**src/serial_port_pkg.sv**
```systemverilog
package serial_port_pkg;
  // How it works
  // - every link line is asserted at low level
  // - module is DCE, host drives data, rts, dtr
  // - frames are 8 data bits, no parity, 1 stop
  // - divisor held between 300 and 115200 bps
  // - autobaud locks only to eight listed rates
  // - rts and cts gate the partner's transmitter
  // - received xoff pauses, xon resumes transmitter
  // - ring output, level or pulse mode selectable
  // - terminal ready sampled once per second

  // ************************************
  // timing
  // ************************************
  localparam int CLK_HZ       = 25_000_000;
  localparam int SEC_TIME_S   = 1;
  localparam int SEC_CYC_DEF  = CLK_HZ * SEC_TIME_S;
  localparam int RING_TIME_MS = 100;
  localparam int RING_CYC_DEF = CLK_HZ / 1000 * RING_TIME_MS;
  localparam int MIN_RATE     = 300;
  localparam int MAX_RATE     = 115_200;
  localparam int RESET_RATE   = 9600;
  localparam logic [16:0] DIV_MIN   = 17'(CLK_HZ / MAX_RATE);
  localparam logic [16:0] DIV_MAX   = 17'(CLK_HZ / MIN_RATE);
  localparam logic [16:0] DIV_RESET = 17'(CLK_HZ / RESET_RATE);
  localparam logic [3:0]  STOP_BIT  = 4'h9;
  localparam logic [7:0]  XOFF_CODE = 8'h13;
  localparam logic [7:0]  XON_CODE  = 8'h11;

  // ************************************
  // register map
  // ************************************
  localparam logic [7:0] OFF_CTRL = 8'h00;
  localparam logic [7:0] OFF_DIV  = 8'h04;
  localparam logic [7:0] OFF_TX   = 8'h08;
  localparam logic [7:0] OFF_RX   = 8'h0c;
  localparam logic [7:0] OFF_STAT = 8'h10;
  localparam logic [7:0] OFF_RING = 8'h14;
  localparam int CTRL_HW    = 0;
  localparam int CTRL_SW    = 1;
  localparam int CTRL_AB    = 2;
  localparam int CTRL_DSR   = 3;
  localparam int CTRL_DTR   = 3;
  localparam int CTRL_DCD   = 4;
  localparam int CTRL_RMODE = 5;
  localparam int CTRL_RLVL  = 6;
  localparam logic [6:0] CTRL_RESET = 7'h00;
  localparam int ST_BUSY  = 0;
  localparam int ST_FULL  = 1;
  localparam int ST_OVR   = 2;
  localparam int ST_FERR  = 3;
  localparam int ST_PAUSE = 4;
  localparam int ST_DTR   = 5;
  localparam int ST_DSR   = 5;
  localparam int ST_RTS   = 6;
  localparam int ST_CTS   = 6;
  localparam int ST_LOCK  = 7;
  localparam int ST_DCD   = 7;
  localparam int ST_RING  = 8;

  // ************************************
  // serial engines
  // ************************************
  typedef struct packed {
    logic        busy;
    logic        line;
    logic [3:0]  bitn;
    logic [16:0] cnt;
    logic [9:0]  sh;
  } tx_t;
  typedef struct packed {
    logic        busy;
    logic        done;
    logic        ferr;
    logic [3:0]  bitn;
    logic [16:0] cnt;
    logic [7:0]  sh;
  } rx_t;
  typedef enum logic [2:0] {
    AB_IDLE = 3'b001,
    AB_MEAS = 3'b010,
    AB_WAIT = 3'b100
  } ab_state_t;
  localparam tx_t TX_IDLE = '{1'b0, 1'b1, 4'h0, 17'h0, 10'h3ff};
  localparam rx_t RX_IDLE = '{1'b0, 1'b0, 1'b0, 4'h0, 17'h0, 8'h00};

  function automatic logic [16:0] clamp_div(input logic [31:0] v);
    if (v < 32'(DIV_MIN))
      return DIV_MIN;
    if (v > 32'(DIV_MAX))
      return DIV_MAX;
    return v[16:0];
  endfunction : clamp_div

  function automatic logic [16:0] rate_div(input logic [2:0] i);
    case (i)
      3'h0:    return 17'(CLK_HZ / 1200);
      3'h1:    return 17'(CLK_HZ / 2400);
      3'h2:    return 17'(CLK_HZ / 4800);
      3'h3:    return 17'(CLK_HZ / 9600);
      3'h4:    return 17'(CLK_HZ / 19200);
      3'h5:    return 17'(CLK_HZ / 38400);
      3'h6:    return 17'(CLK_HZ / 57600);
      default: return DIV_MIN;
    endcase
  endfunction : rate_div

  // within one eighth of a listed bit time; quarter bands would overlap
  function automatic logic [17:0] ab_match(input logic [20:0] c);
    logic [17:0] res;
    logic [16:0] d;
    res = 18'h0;
    for (int i = 0; i < 8; i++)
    begin
      d = rate_div(3'(i));
      if (c > 21'(d - (d >> 3)) && c < 21'(d + (d >> 3)))
        res = {1'b1, d};
    end
    return res;
  endfunction : ab_match

  function automatic tx_t tx_step(input tx_t s, input logic [16:0] div,
                                  input logic go, input logic [7:0] d);
    tx_t n;
    n = s;
    if (!s.busy)
    begin
      n.line = 1'b1;
      if (go)
      begin
        n.sh   = {1'b1, d, 1'b0};
        n.line = 1'b0;
        n.busy = 1'b1;
        n.bitn = 4'h0;
        n.cnt  = div - 17'h1;
      end
    end
    else if (s.cnt != 17'h0)
      n.cnt = s.cnt - 17'h1;
    else if (s.bitn == STOP_BIT)
      n.busy = 1'b0;
    else
    begin
      n.sh   = {1'b1, s.sh[9:1]};
      n.line = s.sh[1];
      n.bitn = s.bitn + 4'h1;
      n.cnt  = div - 17'h1;
    end
    return n;
  endfunction : tx_step

  function automatic rx_t rx_step(input rx_t s, input logic [16:0] div,
                                  input logic line);
    rx_t n;
    n = s;
    n.done = 1'b0;
    n.ferr = 1'b0;
    if (!s.busy)
    begin
      if (!line)
      begin
        n.busy = 1'b1;
        n.bitn = 4'h0;
        n.cnt  = div >> 1;
      end
    end
    else if (s.cnt != 17'h0)
      n.cnt = s.cnt - 17'h1;
    else
    begin
      n.cnt  = div - 17'h1;
      n.bitn = s.bitn + 4'h1;
      if (s.bitn == 4'h0 && line)
        n.busy = 1'b0;
      else if (s.bitn == STOP_BIT)
      begin
        n.busy = 1'b0;
        n.done = line;
        n.ferr = ~line;
      end
      else if (s.bitn != 4'h0)
        n.sh = {line, s.sh[7:1]};
    end
    return n;
  endfunction : rx_step
endpackage : serial_port_pkg

```
**src/serial_link_if.sv**
```systemverilog
`timescale 1ns/1ps
// pin levels; all low active at the connector
interface serial_link_if;
  logic host_to_module_serial_in_n;
  logic module_to_host_serial_out_n;
  logic request_to_send_in_n;
  logic clear_to_send_out_n;
  logic terminal_ready_in_n;
  logic set_ready_out_n;
  logic carrier_detect_out_n;
  logic ring_indicate_out_n;
  modport dce (
    input  host_to_module_serial_in_n,
    input  request_to_send_in_n,
    input  terminal_ready_in_n,
    output module_to_host_serial_out_n,
    output clear_to_send_out_n,
    output set_ready_out_n,
    output carrier_detect_out_n,
    output ring_indicate_out_n
  );
  modport dte (
    output host_to_module_serial_in_n,
    output request_to_send_in_n,
    output terminal_ready_in_n,
    input  module_to_host_serial_out_n,
    input  clear_to_send_out_n,
    input  set_ready_out_n,
    input  carrier_detect_out_n,
    input  ring_indicate_out_n
  );
endinterface : serial_link_if

```
**src/dce_async_serial_port.sv**
```systemverilog
`timescale 1ns/1ps
module dce_async_serial_port #(
  parameter logic [24:0] SEC_CYC  = 25'(serial_port_pkg::SEC_CYC_DEF),
  parameter logic [24:0] RING_CYC = 25'(serial_port_pkg::RING_CYC_DEF)
) (
  // clock and reset
  input  wire logic        pclk,
  input  wire logic        presetn,
  // apb slave
  input  wire logic        psel,
  input  wire logic        penable,
  input  wire logic        pwrite,
  input  wire logic [7:0]  paddr,
  input  wire logic [31:0] pwdata,
  output logic      [31:0] prdata,
  output logic             pready,
  output logic             pslverr,
  // link toward the host
  serial_link_if.dce       link
);
  import serial_port_pkg::*;

  // ************************************
  // state
  // ************************************
  typedef struct packed {
    logic [6:0]  ctrl;
    logic [16:0] div;
    tx_t         tx;
    rx_t         rx;
    logic [7:0]  txbuf;
    logic        tx_pend;
    logic [7:0]  rxbuf;
    logic        rx_full;
    logic        fresh;
    logic        ovr;
    logic        ferr;
    logic        paused;
    ab_state_t   ab;
    logic [20:0] ab_cnt;
    logic        locked;
    logic [24:0] sec_cnt;
    logic        dtr_seen;
    logic [24:0] ring_cnt;
    logic        cts_n;
    logic        dsr_n;
    logic        dcd_n;
    logic        ring_n;
    logic [31:0] prdata;
    logic        pready;
    logic        pslverr;
  } dev_t;

  localparam dev_t DEV_RESET = '{
    ctrl: CTRL_RESET, div: DIV_RESET, tx: TX_IDLE, rx: RX_IDLE,
    ab: AB_IDLE, dsr_n: 1'b1, dcd_n: 1'b1, ring_n: 1'b1,
    txbuf: 8'h00, tx_pend: 1'b0, rxbuf: 8'h00, rx_full: 1'b0,
    fresh: 1'b0, ovr: 1'b0, ferr: 1'b0, paused: 1'b0,
    ab_cnt: 21'h0, locked: 1'b0, sec_cnt: 25'h0, dtr_seen: 1'b0,
    ring_cnt: 25'h0, cts_n: 1'b0, prdata: 32'h0, pready: 1'b0,
    pslverr: 1'b0};

  dev_t        state;
  dev_t        next_state;
  logic        setup;
  logic        wr;
  logic        rd;
  logic        rxl;
  logic        hw;
  logic        sw;
  logic        ab_on;
  logic        tx_go;
  logic        rx_en;
  logic        ab_hit;
  logic [16:0] ab_div;
  logic [8:0]  stat;

  assign setup = psel & ~penable;
  assign wr    = psel & penable & state.pready & pwrite;
  assign rd    = psel & penable & state.pready & ~pwrite;
  assign rxl   = link.host_to_module_serial_in_n;
  assign hw    = state.ctrl[CTRL_HW];
  assign sw    = state.ctrl[CTRL_SW];
  assign ab_on = state.ctrl[CTRL_AB];
  assign {ab_hit, ab_div} = ab_match(state.ab_cnt);

  // host rts high: hold our transmitter
  assign tx_go = state.tx_pend & ~state.tx.busy
               & ~(hw & link.request_to_send_in_n)
               & ~(sw & state.paused)
               & (~ab_on | state.locked);
  // receiver ignores the line while the rate is being measured
  assign rx_en = ~ab_on | (state.locked & state.ab == AB_IDLE);

  assign stat[ST_BUSY]  = state.tx_pend | state.tx.busy;
  assign stat[ST_FULL]  = state.rx_full;
  assign stat[ST_OVR]   = state.ovr;
  assign stat[ST_FERR]  = state.ferr;
  assign stat[ST_PAUSE] = state.paused;
  assign stat[ST_DTR]   = state.dtr_seen;
  assign stat[ST_RTS]   = ~link.request_to_send_in_n;
  assign stat[ST_LOCK]  = state.locked;
  assign stat[ST_RING]  = ~state.ring_n;

  // ************************************
  // next state
  // ************************************
  always_comb
  begin
    next_state = state;
    next_state.pready = setup;
    if (setup)
    begin
      next_state.prdata  = 32'h0;
      next_state.pslverr = 1'b0;
      case (paddr)
        OFF_CTRL: next_state.prdata = 32'(state.ctrl);
        OFF_DIV:  next_state.prdata = 32'(state.div);
        OFF_TX:   next_state.prdata = 32'h0;
        OFF_RX:
        begin
          next_state.prdata = 32'(state.rxbuf);
          next_state.fresh  = 1'b0;
        end
        OFF_STAT: next_state.prdata = 32'(stat);
        OFF_RING: next_state.prdata = 32'h0;
        default:  next_state.pslverr = 1'b1;
      endcase
    end
    if (state.ring_cnt != 25'h0)
      next_state.ring_cnt = state.ring_cnt - 25'h1;
    if (wr)
    begin
      case (paddr)
        OFF_CTRL:
        begin
          next_state.ctrl = pwdata[6:0];
          if (pwdata[CTRL_AB])
          begin
            next_state.locked = 1'b0;
            next_state.ab     = AB_IDLE;
          end
        end
        OFF_DIV: next_state.div = clamp_div(pwdata);
        OFF_TX:
        begin
          if (!state.tx_pend)
          begin
            next_state.txbuf   = pwdata[7:0];
            next_state.tx_pend = 1'b1;
          end
        end
        OFF_STAT:
        begin
          if (pwdata[ST_OVR])
            next_state.ovr = 1'b0;
          if (pwdata[ST_FERR])
            next_state.ferr = 1'b0;
        end
        OFF_RING:
        begin
          if (state.ctrl[CTRL_RMODE])
            next_state.ring_cnt = RING_CYC;
        end
        default: ;
      endcase
    end
    // data loaded after the snapshot must survive the pop
    if (rd && paddr == OFF_RX && !state.fresh)
      next_state.rx_full = 1'b0;

    // transmitter
    if (tx_go)
      next_state.tx_pend = 1'b0;
    next_state.tx = tx_step(state.tx, state.div, tx_go, state.txbuf);

    // receiver; event sets come after software clears
    next_state.rx = rx_en ? rx_step(state.rx, state.div, rxl) : RX_IDLE;
    if (!sw)
      next_state.paused = 1'b0;
    if (state.rx.done)
    begin
      if (sw && state.rx.sh == XOFF_CODE)
        next_state.paused = 1'b1;
      else if (sw && state.rx.sh == XON_CODE)
        next_state.paused = 1'b0;
      else if (next_state.rx_full)
        next_state.ovr = 1'b1;
      else
      begin
        next_state.rxbuf   = state.rx.sh;
        next_state.rx_full = 1'b1;
        next_state.fresh   = 1'b1;
      end
    end
    if (state.rx.ferr)
      next_state.ferr = 1'b1;

    // autobaud: width of the start bit of the first character
    case (state.ab)
      AB_IDLE:
      begin
        if (ab_on && !state.locked && !rxl)
        begin
          next_state.ab     = AB_MEAS;
          next_state.ab_cnt = 21'h1;
        end
      end
      AB_MEAS:
      begin
        if (!rxl)
        begin
          if (state.ab_cnt != 21'h1fffff)
            next_state.ab_cnt = state.ab_cnt + 21'h1;
        end
        else if (ab_hit)
        begin
          next_state.div    = ab_div;
          next_state.locked = 1'b1;
          next_state.ab     = AB_WAIT;
          next_state.ab_cnt = 21'h0;
        end
        else
          next_state.ab = AB_IDLE;
      end
      AB_WAIT:
      begin
        // sixteen idle bit times end the measured character
        if (!rxl)
          next_state.ab_cnt = 21'h0;
        else if (state.ab_cnt >= {state.div, 4'h0})
          next_state.ab = AB_IDLE;
        else
          next_state.ab_cnt = state.ab_cnt + 21'h1;
      end
      default: next_state.ab = AB_IDLE;
    endcase

    // terminal ready polled once a second, so short pulses are missed
    if (state.sec_cnt >= SEC_CYC - 25'h1)
    begin
      next_state.sec_cnt  = 25'h0;
      next_state.dtr_seen = ~link.terminal_ready_in_n;
    end
    else
      next_state.sec_cnt = state.sec_cnt + 25'h1;

    // pins, asserted low
    next_state.cts_n = next_state.ctrl[CTRL_HW]
                     & next_state.rx_full;
    next_state.dsr_n = ~next_state.ctrl[CTRL_DSR];
    next_state.dcd_n = ~next_state.ctrl[CTRL_DCD];
    next_state.ring_n = next_state.ctrl[CTRL_RMODE]
                      ? (next_state.ring_cnt == 25'h0)
                      : ~next_state.ctrl[CTRL_RLVL];
  end

  always_ff @(posedge pclk or negedge presetn)
  begin
    if (!presetn)
      state <= DEV_RESET;
    else
      state <= next_state;
  end

  // ************************************
  // outputs
  // ************************************
  assign prdata  = state.prdata;
  assign pready  = state.pready;
  assign pslverr = state.pslverr;
  assign link.module_to_host_serial_out_n = state.tx.line;
  assign link.clear_to_send_out_n  = state.cts_n;
  assign link.set_ready_out_n      = state.dsr_n;
  assign link.carrier_detect_out_n = state.dcd_n;
  assign link.ring_indicate_out_n  = state.ring_n;
endmodule : dce_async_serial_port

```
**src/flat_wrapper.sv**
```systemverilog
// flat-port wrapper written by rule: the top's interface ports become plain ports
module dce_async_serial_port_flat import serial_port_pkg::*;
#(
  parameter logic [24:0] SEC_CYC  = 25'(serial_port_pkg::SEC_CYC_DEF),
  parameter logic [24:0] RING_CYC = 25'(serial_port_pkg::RING_CYC_DEF)
)
  (pclk, presetn, psel, penable, pwrite, paddr, pwdata, prdata, pready, pslverr, link_host_to_module_serial_in_n, link_request_to_send_in_n, link_terminal_ready_in_n, link_module_to_host_serial_out_n, link_clear_to_send_out_n, link_set_ready_out_n, link_carrier_detect_out_n, link_ring_indicate_out_n);
  serial_link_if link_i ();
  input  wire logic pclk;
  input  wire logic presetn;
  input  wire logic psel;
  input  wire logic penable;
  input  wire logic pwrite;
  input  wire logic [7:0] paddr;
  input  wire logic [31:0] pwdata;
  output logic      [31:0] prdata;
  output logic pready;
  output logic pslverr;
  input wire logic [$bits(link_i.host_to_module_serial_in_n)-1:0] link_host_to_module_serial_in_n;
  input wire logic [$bits(link_i.request_to_send_in_n)-1:0] link_request_to_send_in_n;
  input wire logic [$bits(link_i.terminal_ready_in_n)-1:0] link_terminal_ready_in_n;
  output wire logic [$bits(link_i.module_to_host_serial_out_n)-1:0] link_module_to_host_serial_out_n;
  output wire logic [$bits(link_i.clear_to_send_out_n)-1:0] link_clear_to_send_out_n;
  output wire logic [$bits(link_i.set_ready_out_n)-1:0] link_set_ready_out_n;
  output wire logic [$bits(link_i.carrier_detect_out_n)-1:0] link_carrier_detect_out_n;
  output wire logic [$bits(link_i.ring_indicate_out_n)-1:0] link_ring_indicate_out_n;
  assign link_i.host_to_module_serial_in_n = link_host_to_module_serial_in_n;
  assign link_i.request_to_send_in_n = link_request_to_send_in_n;
  assign link_i.terminal_ready_in_n = link_terminal_ready_in_n;
  assign link_module_to_host_serial_out_n = link_i.module_to_host_serial_out_n;
  assign link_clear_to_send_out_n = link_i.clear_to_send_out_n;
  assign link_set_ready_out_n = link_i.set_ready_out_n;
  assign link_carrier_detect_out_n = link_i.carrier_detect_out_n;
  assign link_ring_indicate_out_n = link_i.ring_indicate_out_n;
  dce_async_serial_port #(.SEC_CYC(SEC_CYC), .RING_CYC(RING_CYC)) u_core (.pclk(pclk), .presetn(presetn), .psel(psel), .penable(penable), .pwrite(pwrite), .paddr(paddr), .pwdata(pwdata), .prdata(prdata), .pready(pready), .pslverr(pslverr), .link(link_i));
endmodule
```
**config.mk**
```make
export PLATFORM = sky130hd
export DESIGN_NAME = dce_async_serial_port_flat
export DESIGN_NICKNAME = d
export VERILOG_FILES = /design/src/serial_port_pkg.sv /design/src/serial_link_if.sv /design/src/dce_async_serial_port.sv /design/src/flat_wrapper.sv
export SDC_FILE = /design/constraint.sdc
export NUM_CORES = 1
export LEC_CHECK = 0
export BUFFER_PORTS_ARGS = -buffer_cell sky130_fd_sc_hd__buf_2
export CAP_MARGIN = 0
export CORE_MARGIN = 2
export CORE_UTILIZATION = 27
export CTS_CLUSTER_DIAMETER = 200
export DETAILED_ROUTE_END_ITERATION = 10
export GPL_TIMING_DRIVEN = 0
export PLACE_DENSITY = 0.39
export REMOVE_ABC_BUFFERS = 1
export SLEW_MARGIN = 5
export SYNTH_ARGS = -nofsm -noshare
export SYNTH_HDL_FRONTEND = slang
export SYNTH_SLANG_ARGS = --single-unit
```
**constraint.sdc**
```tcl
create_clock -name pclk -period 3.9 [get_ports pclk]
set_input_delay 0.39 -clock pclk [delete_from_list [all_inputs] [get_ports pclk]]
set_output_delay 0.39 -clock pclk [all_outputs]
set_load 0.01 [all_outputs]
```
* Word level (Yosys, flattened, before mapping)
Index checks and enable logic that the tools add are counted.
** Storage, ports and cells
- Register bits after elaboration :: 225
- Latch bits :: 0
- Bits in writable memories :: 0
- Memory bits (read-only) :: 0
- Output and inout bits :: 39
- Logic and storage cells :: 263
- Memories kept :: 0
** Operators by class
- Add/subtract/negate cells :: 8
- Multipliers :: 0
- Divide/modulo/power cells :: 0
- $lt $le $gt $ge :: 20
- Equal/unequal tests :: 27
- Shift-type cells :: 0
- Muxes and demuxes :: 96
- Bitwise operators :: 33
- Reductions and logical operators :: 44
** Operator list (number)
- $mux W17 :: 10
- $mux W18 :: 8
- $mux W21 :: 6
- $mux W25 :: 5
- $pmux W17 S4 :: 1
- $mux W33 :: 2
- $mux W32 :: 2
- $pmux W21 S3 :: 1
- $sub A17 B1 Y17 const B :: 3
- $mux W24 :: 2
- $mux W8 :: 5
- $reduce_bool A17 Y1 :: 2
- $mux W1 :: 33
- $mux W3 :: 11
- $eq A8 B5 Y1 const B :: 4
- $gt A32 B17 Y1 const B :: 1
- $lt A32 B8 Y1 const B :: 1
- $add A25 B1 Y25 const B :: 1
- $ge A25 B25 Y1 const B :: 1
- $logic_not A25 Y1 :: 1
- $reduce_bool A25 Y1 :: 1
- $sub A25 B1 Y25 const B :: 1
- $mux W22 :: 1
- $add A21 B1 Y21 const B :: 1
- 49 further kinds :: 124

* Longest topological paths before layout
Gate-level depths: netlist of run 1.
- Depth after elaboration :: 14
- Mapped depth :: 13
- Gate-level depth less buffers :: 10

* Worst setup path after synthesis of run 1
No wires, ideal clock.
- Path type :: flip-flop to flip-flop
- Start :: reg u_core.state[38] (netlist bit)
- End :: reg u_core.state (netlist bit u_core.link.ring_indicate_out_n)
- Setup time :: 89 ps
- Arrival time :: 2838 ps
- Slack :: 973 ps
- Cell stages (with the launch flop) :: 11
- Buffers on the path :: 0
- Path through :: dfrtp_1 inv_1 ha_1 or3b_2 or2_2 a211oi_2 nand3b_2 xor2_1 nor2_1 or4_1 o32ai_2
** RTL lines
- start: declaration :: line dce_async_serial_port.sv:63 : dev_t state;
- start signal: assignment :: line dce_async_serial_port.sv:263 : state <= next_state;

* Worst setup path in the final report of run 1
- Start :: reg u_core.state[200] (netlist bit)
- End :: reg u_core.state[182] (netlist bit)
** Between the ends
- Word-level cells in the longest chain between the ends :: 7
- Elaborated cells on any way between the ends :: 9
** RTL lines
- $not A1 Y1 :: line dce_async_serial_port.sv:88 : assign tx_go = state.tx_pend & ~state.tx.busy
- $and A1 B1 Y1 :: line dce_async_serial_port.sv:88
- $and A1 B1 Y1 :: line dce_async_serial_port.sv:89 : & ~(hw & link.request_to_send_in_n)
- $and A1 B1 Y1 :: line dce_async_serial_port.sv:90 : & ~(sw & state.paused)
- $and A1 B1 Y1 :: line dce_async_serial_port.sv:91 : & (~ab_on | state.locked);
- $reduce_bool A2 Y1 (no source line)
- $reduce_and A2 Y1 (no source line)
Parallel ways exist; a longest one is shown, timed or not.
A chain may end at the register's enable or synchronous reset.

==> out/metrics.yaml, run 1 <==
placed_design:
  dp_hpwl_um: 30100
  dp.cells: 2058
  place.gp.congestion: 0.804
  port_buffers: 71
  post-place-ws_ns: 0.149
clock_tree:
  cts_inserted_buffers: 28
  clkLatencyLatePin_ns: 0.58
  cts_tree: "yes"
  clock-sinks: 209
  clk_pin_slew_worst_paths_ns: 0.05
  clockBufferDepth: 3
  cts_root_buf: "clkbuf_16"
  htreeDepth: 1
floorplan:
  initial_utilization: 0.275
  io_pins: 87
  row_count: 80
  dieArea_um2: 50600
  coreArea_um2: 47900
  die_w_um: 225
  die_h_um: 225
sta:
  fin_ws_ns: 0.241
  tightest_slew_ns: 1.17
  drv_slew: 0
  hold_violations: 0
  skew_ns: 0.0104
  post-route-min-period_ns: 3.66
  slew-limit-headroom: 0.218
  period_share: 0.938
  grt_setup_unrepaired: "no"
  setup_violations: 0
  clock.fmax_mhz: 273
  whs_ns: 0.111
route:
  routed-wl-met2_um: 19100
  top_layer_used: "met4"
  wl_um: 42400
  viasPerCell: 5.26
  drc: 0
  ant_nets: 0
  drt-initial-drc-count: 810
  post_drt_wl_per_cell_um: 20.1
  wl_met3_um: 1500
  drt_pre_antenna_iters: 5
  met1_length_um: 21000
  via_count: 11112
power:
  peakVddDrop_mv: 0.318
  leakage_nw: 6.07
  power.density_nw_per_um2: 437
  power.total_w: 0.00653
global_route:
  grt_start_max_net_pins: 105
  grt_pass1_wl_um: 66400
  first_global_vias: 10979
  antenna_found_initial: 0
  grt_overflow_total: 0
  grt_util_all_layers: 0.167
synthesis:
  synth_edf_count: 0
  async_reset_ff_frac: 1.00
  yosysWarnings: 0
  ys_seq_area_frac: 0.399
  dominantRegCellSynth: "dfrtp_1"
  synthCells: 1463
  synth-seq-cells: 209
  syn_area_um2: 13200
  synth_cell_types: 104
  syn_area_per_cell_um2: 9.01
critical_path:
  path_class: "reg2reg"
  cp_max_fo: 23
  end_kind: "register"
  cp_data_arrival_time_ns: 4.12
  critPathRequiredTime_ns: 4.36
  crit_path_start_kind: "register"
min_path:
  hold_class: "in2reg"
finish:
  syn_to_final_growth_pct: 13.2
  layout_common_cells: "dfrtp_1, nor2_1, nand2_1"
  final_common_cell: "dfrtp_1"
  nets: 1555
  fin_cells: 2113
  finish.utilization: 0.311
  antennaDiodeCount: 0
  drive_gt1_frac: 0.154
status:
  status: "completed"
run:
  drv_cap: 0
==> cell usage after synthesis, types with 21 or more instances <==
library cell	number	area [um^2]
dfrtp_1	190	4750
nor2_1	155	582
nand2_1	146	548
o21ai_0	83	415
a21oi_1	63	315
nand3_1	61	305
inv_1	50	188
clkbuf_1	46	173
buf_4	36	270
xnor2_1	36	315
nor3_1	35	175
ha_1	31	388
xor2_1	31	272
a211oi_1	29	218
nor4_1	29	181
and3_1	23	144
mux2_2	23	259
nand4_1	22	138
a22oi_1	21	158
buf_2	21	105
o31ai_1	21	158
==> critical path: stages (launching register included) <==
cell	delay, ns
dfrtp_1	0.98
and4b_1	0.56
a21oi_1	1.02
inv_1	0.40
a22o_1	0.31
a22o_1	0.22
==> flip-flops by register name, summed over array words and instances (netlist names) <==
| name | flops |
|---|---|
| u_core.hw | 1 |
| u_core.pready | 1 |
| u_core.link.module_to_host_serial_out_n | 1 |
| u_core.prdata | 17 |
| u_core.link.ring_indicate_out_n | 1 |
| u_core.ab_on | 1 |
| u_core.state | 177 |
| u_core.link.set_ready_out_n | 1 |
| u_core.link.clear_to_send_out_n | 1 |
| u_core.pslverr | 1 |
| u_core.link.carrier_detect_out_n | 1 |
| u_core.stat | 6 |
==> per-stage QoR <==
stage,setup TNS [ns],cell area [um^2]
floorplan,0,12600
global placement,-326.60,13700
detailed placement,0,13800
CTS,0,14900
global route,0,14900
finish,0,14900
==> repair_timing <==
| item | 4_1_cts | 5_1_grt |
|---|---|---|
| buffers inserted | 0 | 0 |
| setup endpoints to repair | 0 | 24 |
| hold buffers | 2 | 0 |
| resized for setup | 0 | 4 |
| endpoints found under the hold margin | 27 | 0 |
==> final timing paths <==
kind | start | end | slack (ns) | cells past startpoint
worst max-delay path | u_core.state[200] | u_core.state[182] | 0.24 | 5
worst min-delay path | pwdata[15] | u_core.state[216] | 0.11 | 3
worst max register to register | u_core.state[200] | u_core.state[182] | 0.24 | 5
worst min register to register | u_core.state[165] | u_core.stat[3] | 0.43 | 1
max in group asynchronous | presetn | u_core.link.set_ready_out_n | 2.42 | 4
min in group asynchronous | presetn | u_core.state[196] | 0.22 | 2
==> per-layer routing <==
metal / track usage / vias to the layer above
met2: 0.262 / 212
met3: 0.0219 / 40
met5: 0 / -
li1: - / 5352
met1: 0.246 / 5508
met4: 0.0357 / 0
==> where the power goes <==
| part | internal (W) | switching [W] | total, W |
|---|---|---|---|
| combinational | 0.000442 | 0.000643 | 0.00108 |
| sequential | 0.00236 | 0.000252 | 0.00261 |
| clock | 0.00176 | 0.00107 | 0.00283 |
==> layout make-up <==
type / instances / area (um^2)
Fill cell: 5082 / 33000
Tap cell: 615 / 769
Inverter: 50 / 188
Timing Repair Buffer: 79 / 474
Multi-Input combinational cell: 1108 / 7220
Clock inverter: 8 / 168
Clock buffer: 44 / 851
Sequential cell: 209 / 5260
==> cell families after synthesis <==
family | Yosys count | share of synthesized area
and+or+nand+nor | 607 | 0.246
AOI/OAI and AO/OA | 348 | 0.187
DFF | 209 | 0.399
buffers and inverters | 161 | 0.0621
xor gates and xnor gates | 68 | 0.0458
muxes | 38 | 0.0310
adders and majority gates | 31 | 0.0294
other | 1 | 0.000285
(Power assumes the default switching activity.)
==> run 2, diff against run 1 <==
Clock period 3.9 ns to 4.45 ns, I/O delays scaled along.
==> run 2 against run 1 <==
Non-clock buffer count is 1 lower. Die area stayed put. Setup slack improved by 0.38 ns. Flip-flop and latch count stayed put. Sequential power is 12% lower. Largest cell class unchanged.
==> out/metrics.yaml, run 2 (synthesis results as in run 1) <==
finish:
  largest_register_ffs: 177
  nets: 1553
  final_common_cell: "dfrtp_1"
  drive_gt1_frac: 0.152
  antennaDiodeCount: 0
  syn_to_final_growth_pct: 12.9
  layout_common_cells: "dfrtp_1, nor2_1, nand2_1"
  top_register: "u_core.state"
sta:
  clock.fmax_mhz: 261
  post-route-min-period_ns: 3.83
  drv_slew: 0
  whs_ns: 0.0774
  hold_violations: 0
  fin_ws_ns: 0.621
  period_share: 0.860
  grt_setup_unrepaired: "no"
  skew_ns: 0.00873
  setup_violations: 0
  slew-limit-headroom: 0.279
  fin_tns_setup_ns: 0
  tightest_slew_ns: 1.08
critical_path:
  rrSetupSlack_ns: 0.62
  r2r_end: "u_core.state[98]"
  path_class: "reg2reg"
  cp_data_arrival_time_ns: 4.26
  cp_cell_sequence: "nand3_1 > nor4b_1 > a2111oi_4 > a41o_1 > nand4bb_4 > o211ai_4 > or2_2 > o31ai_1"
  slowest_stage: "dfrtp_1"
  reg2reg_depth: 8
  end_kind: "register"
  max_stage_delay_ns: 0.88
  critPathRequiredTime_ns: 4.88
  crit_path_start_kind: "register"
  r2r_start: "u_core.state[96]"
  cp_max_fo: 36
placed_design:
  post-place-ws_ns: 0.699
  dp_hpwl_um: 30100
  port_buffers: 71
  place.gp.congestion: 0.804
floorplan:
  die_w_um: 225
  die_h_um: 225
  row_count: 80
  io_pins: 87
  dieArea_um2: 50600
  initial_utilization: 0.275
  coreArea_um2: 47900
clock_tree:
  cts_inserted_buffers: 28
  cts_setup_buffers: 0
  cts_root_buf: "clkbuf_16"
  htreeDepth: 1
  clockBufferDepth: 3
  clk_pin_slew_worst_paths_ns: 0.06
  cts_tree: "yes"
  postCtsHoldBufs: 1
  clkLatencyLatePin_ns: 0.58
  clock-sinks: 209
  cts_resized: 0
route:
  via_count: 11100
  drt-initial-drc-count: 842
  drt_pre_antenna_iters: 7
  viasPerCell: 5.26
  wl_um: 42100
  post_drt_wl_per_cell_um: 19.9
  drc: 0
  ant_nets: 0
status:
  status: "completed"
global_route:
  grt_pass1_wl_um: 66400
  grt_start_max_net_pins: 105
  grt_overflow_total: 0
  first_global_vias: 10979
  antenna_found_initial: 0
  grt_util_all_layers: 0.167
power:
  power.density_nw_per_um2: 384
  leakage_nw: 6.06
  power.total_w: 0.00572
  peakVddDrop_mv: 0.280
min_path:
  holdPathStages: 2
  hold_path.startpoint: "link_terminal_ready_in_n"
  whs_endpoint: "u_core.stat[5]"
  hold_class: "in2reg"
run:
  drv_cap: 0
[run 2: final cells by class]
type | count | area [um^2]
tap | 615 | 769
clock buffer | 44 | 851
timing repair buffer | 78 | 464
multi-input combinational | 1107 | 7180
clock inverter | 8 | 168
inverter | 50 | 188
sequential | 209 | 5260
fill | 5075 | 33100
[run 2: worst max-delay path by stage]
stage	from	cells past startpoint	slack [ns]	to
2_1_floorplan	u_core.state[150]	7	1.38	u_core.state[162]
3_3_place_gp	presetn	1	-1.20	u_core.state[139]
3_5_place_dp	u_core.state[178]	10	0.70	u_core.state[197]
4_1_cts	u_core.state[96]	8	0.67	u_core.state[98]
5_1_grt	u_core.state[178]	10	0.32	u_core.state[197]
6_report	u_core.state[96]	8	0.62	u_core.state[98]
[run 2: worst max-delay path: cells and delay by family (launching register included)]
family           cells  cell delay (ns)
AO/OA/AOI/OAI        4             1.33
flip-flops           1             0.88
AND/OR/NAND/NOR      4             1.44
[run 2: power breakdown]
| part | leakage, nW | switching [W] | internal [W] | total [W] |
|---|---|---|---|---|
| clock network | 0.494 | 0.000936 | 0.00154 | 0.00248 |
| logic | 2.97 | 0.000564 | 0.000386 | 0.000951 |
| registers | 2.59 | 0.000219 | 0.00207 | 0.00229 |
| total | 6.06 | 0.00172 | 0.00400 | 0.00572 |
[run 2: metrics by stage]
step | instance area [um^2] | utilization | cells
floorplan | 12600 | - | 1366
global placement | 13700 | 0.286 | 2052
detailed placement | 13800 | 0.289 | 2058
CTS | 14900 | 0.310 | 2111
global route | 14900 | 0.310 | 2111
finish | 14900 | 0.310 | 2111
[run 2: layer usage]
layer / up-vias / part of all wire / track usage
li1: 5344 / - / -
met1: 5497 / 0.49 / 0.246
met2: 219 / 0.45 / 0.262
met3: 40 / 0.039 / 0.0219
met4: 0 / 0.018 / 0.0357
met5: - / 0 / 0
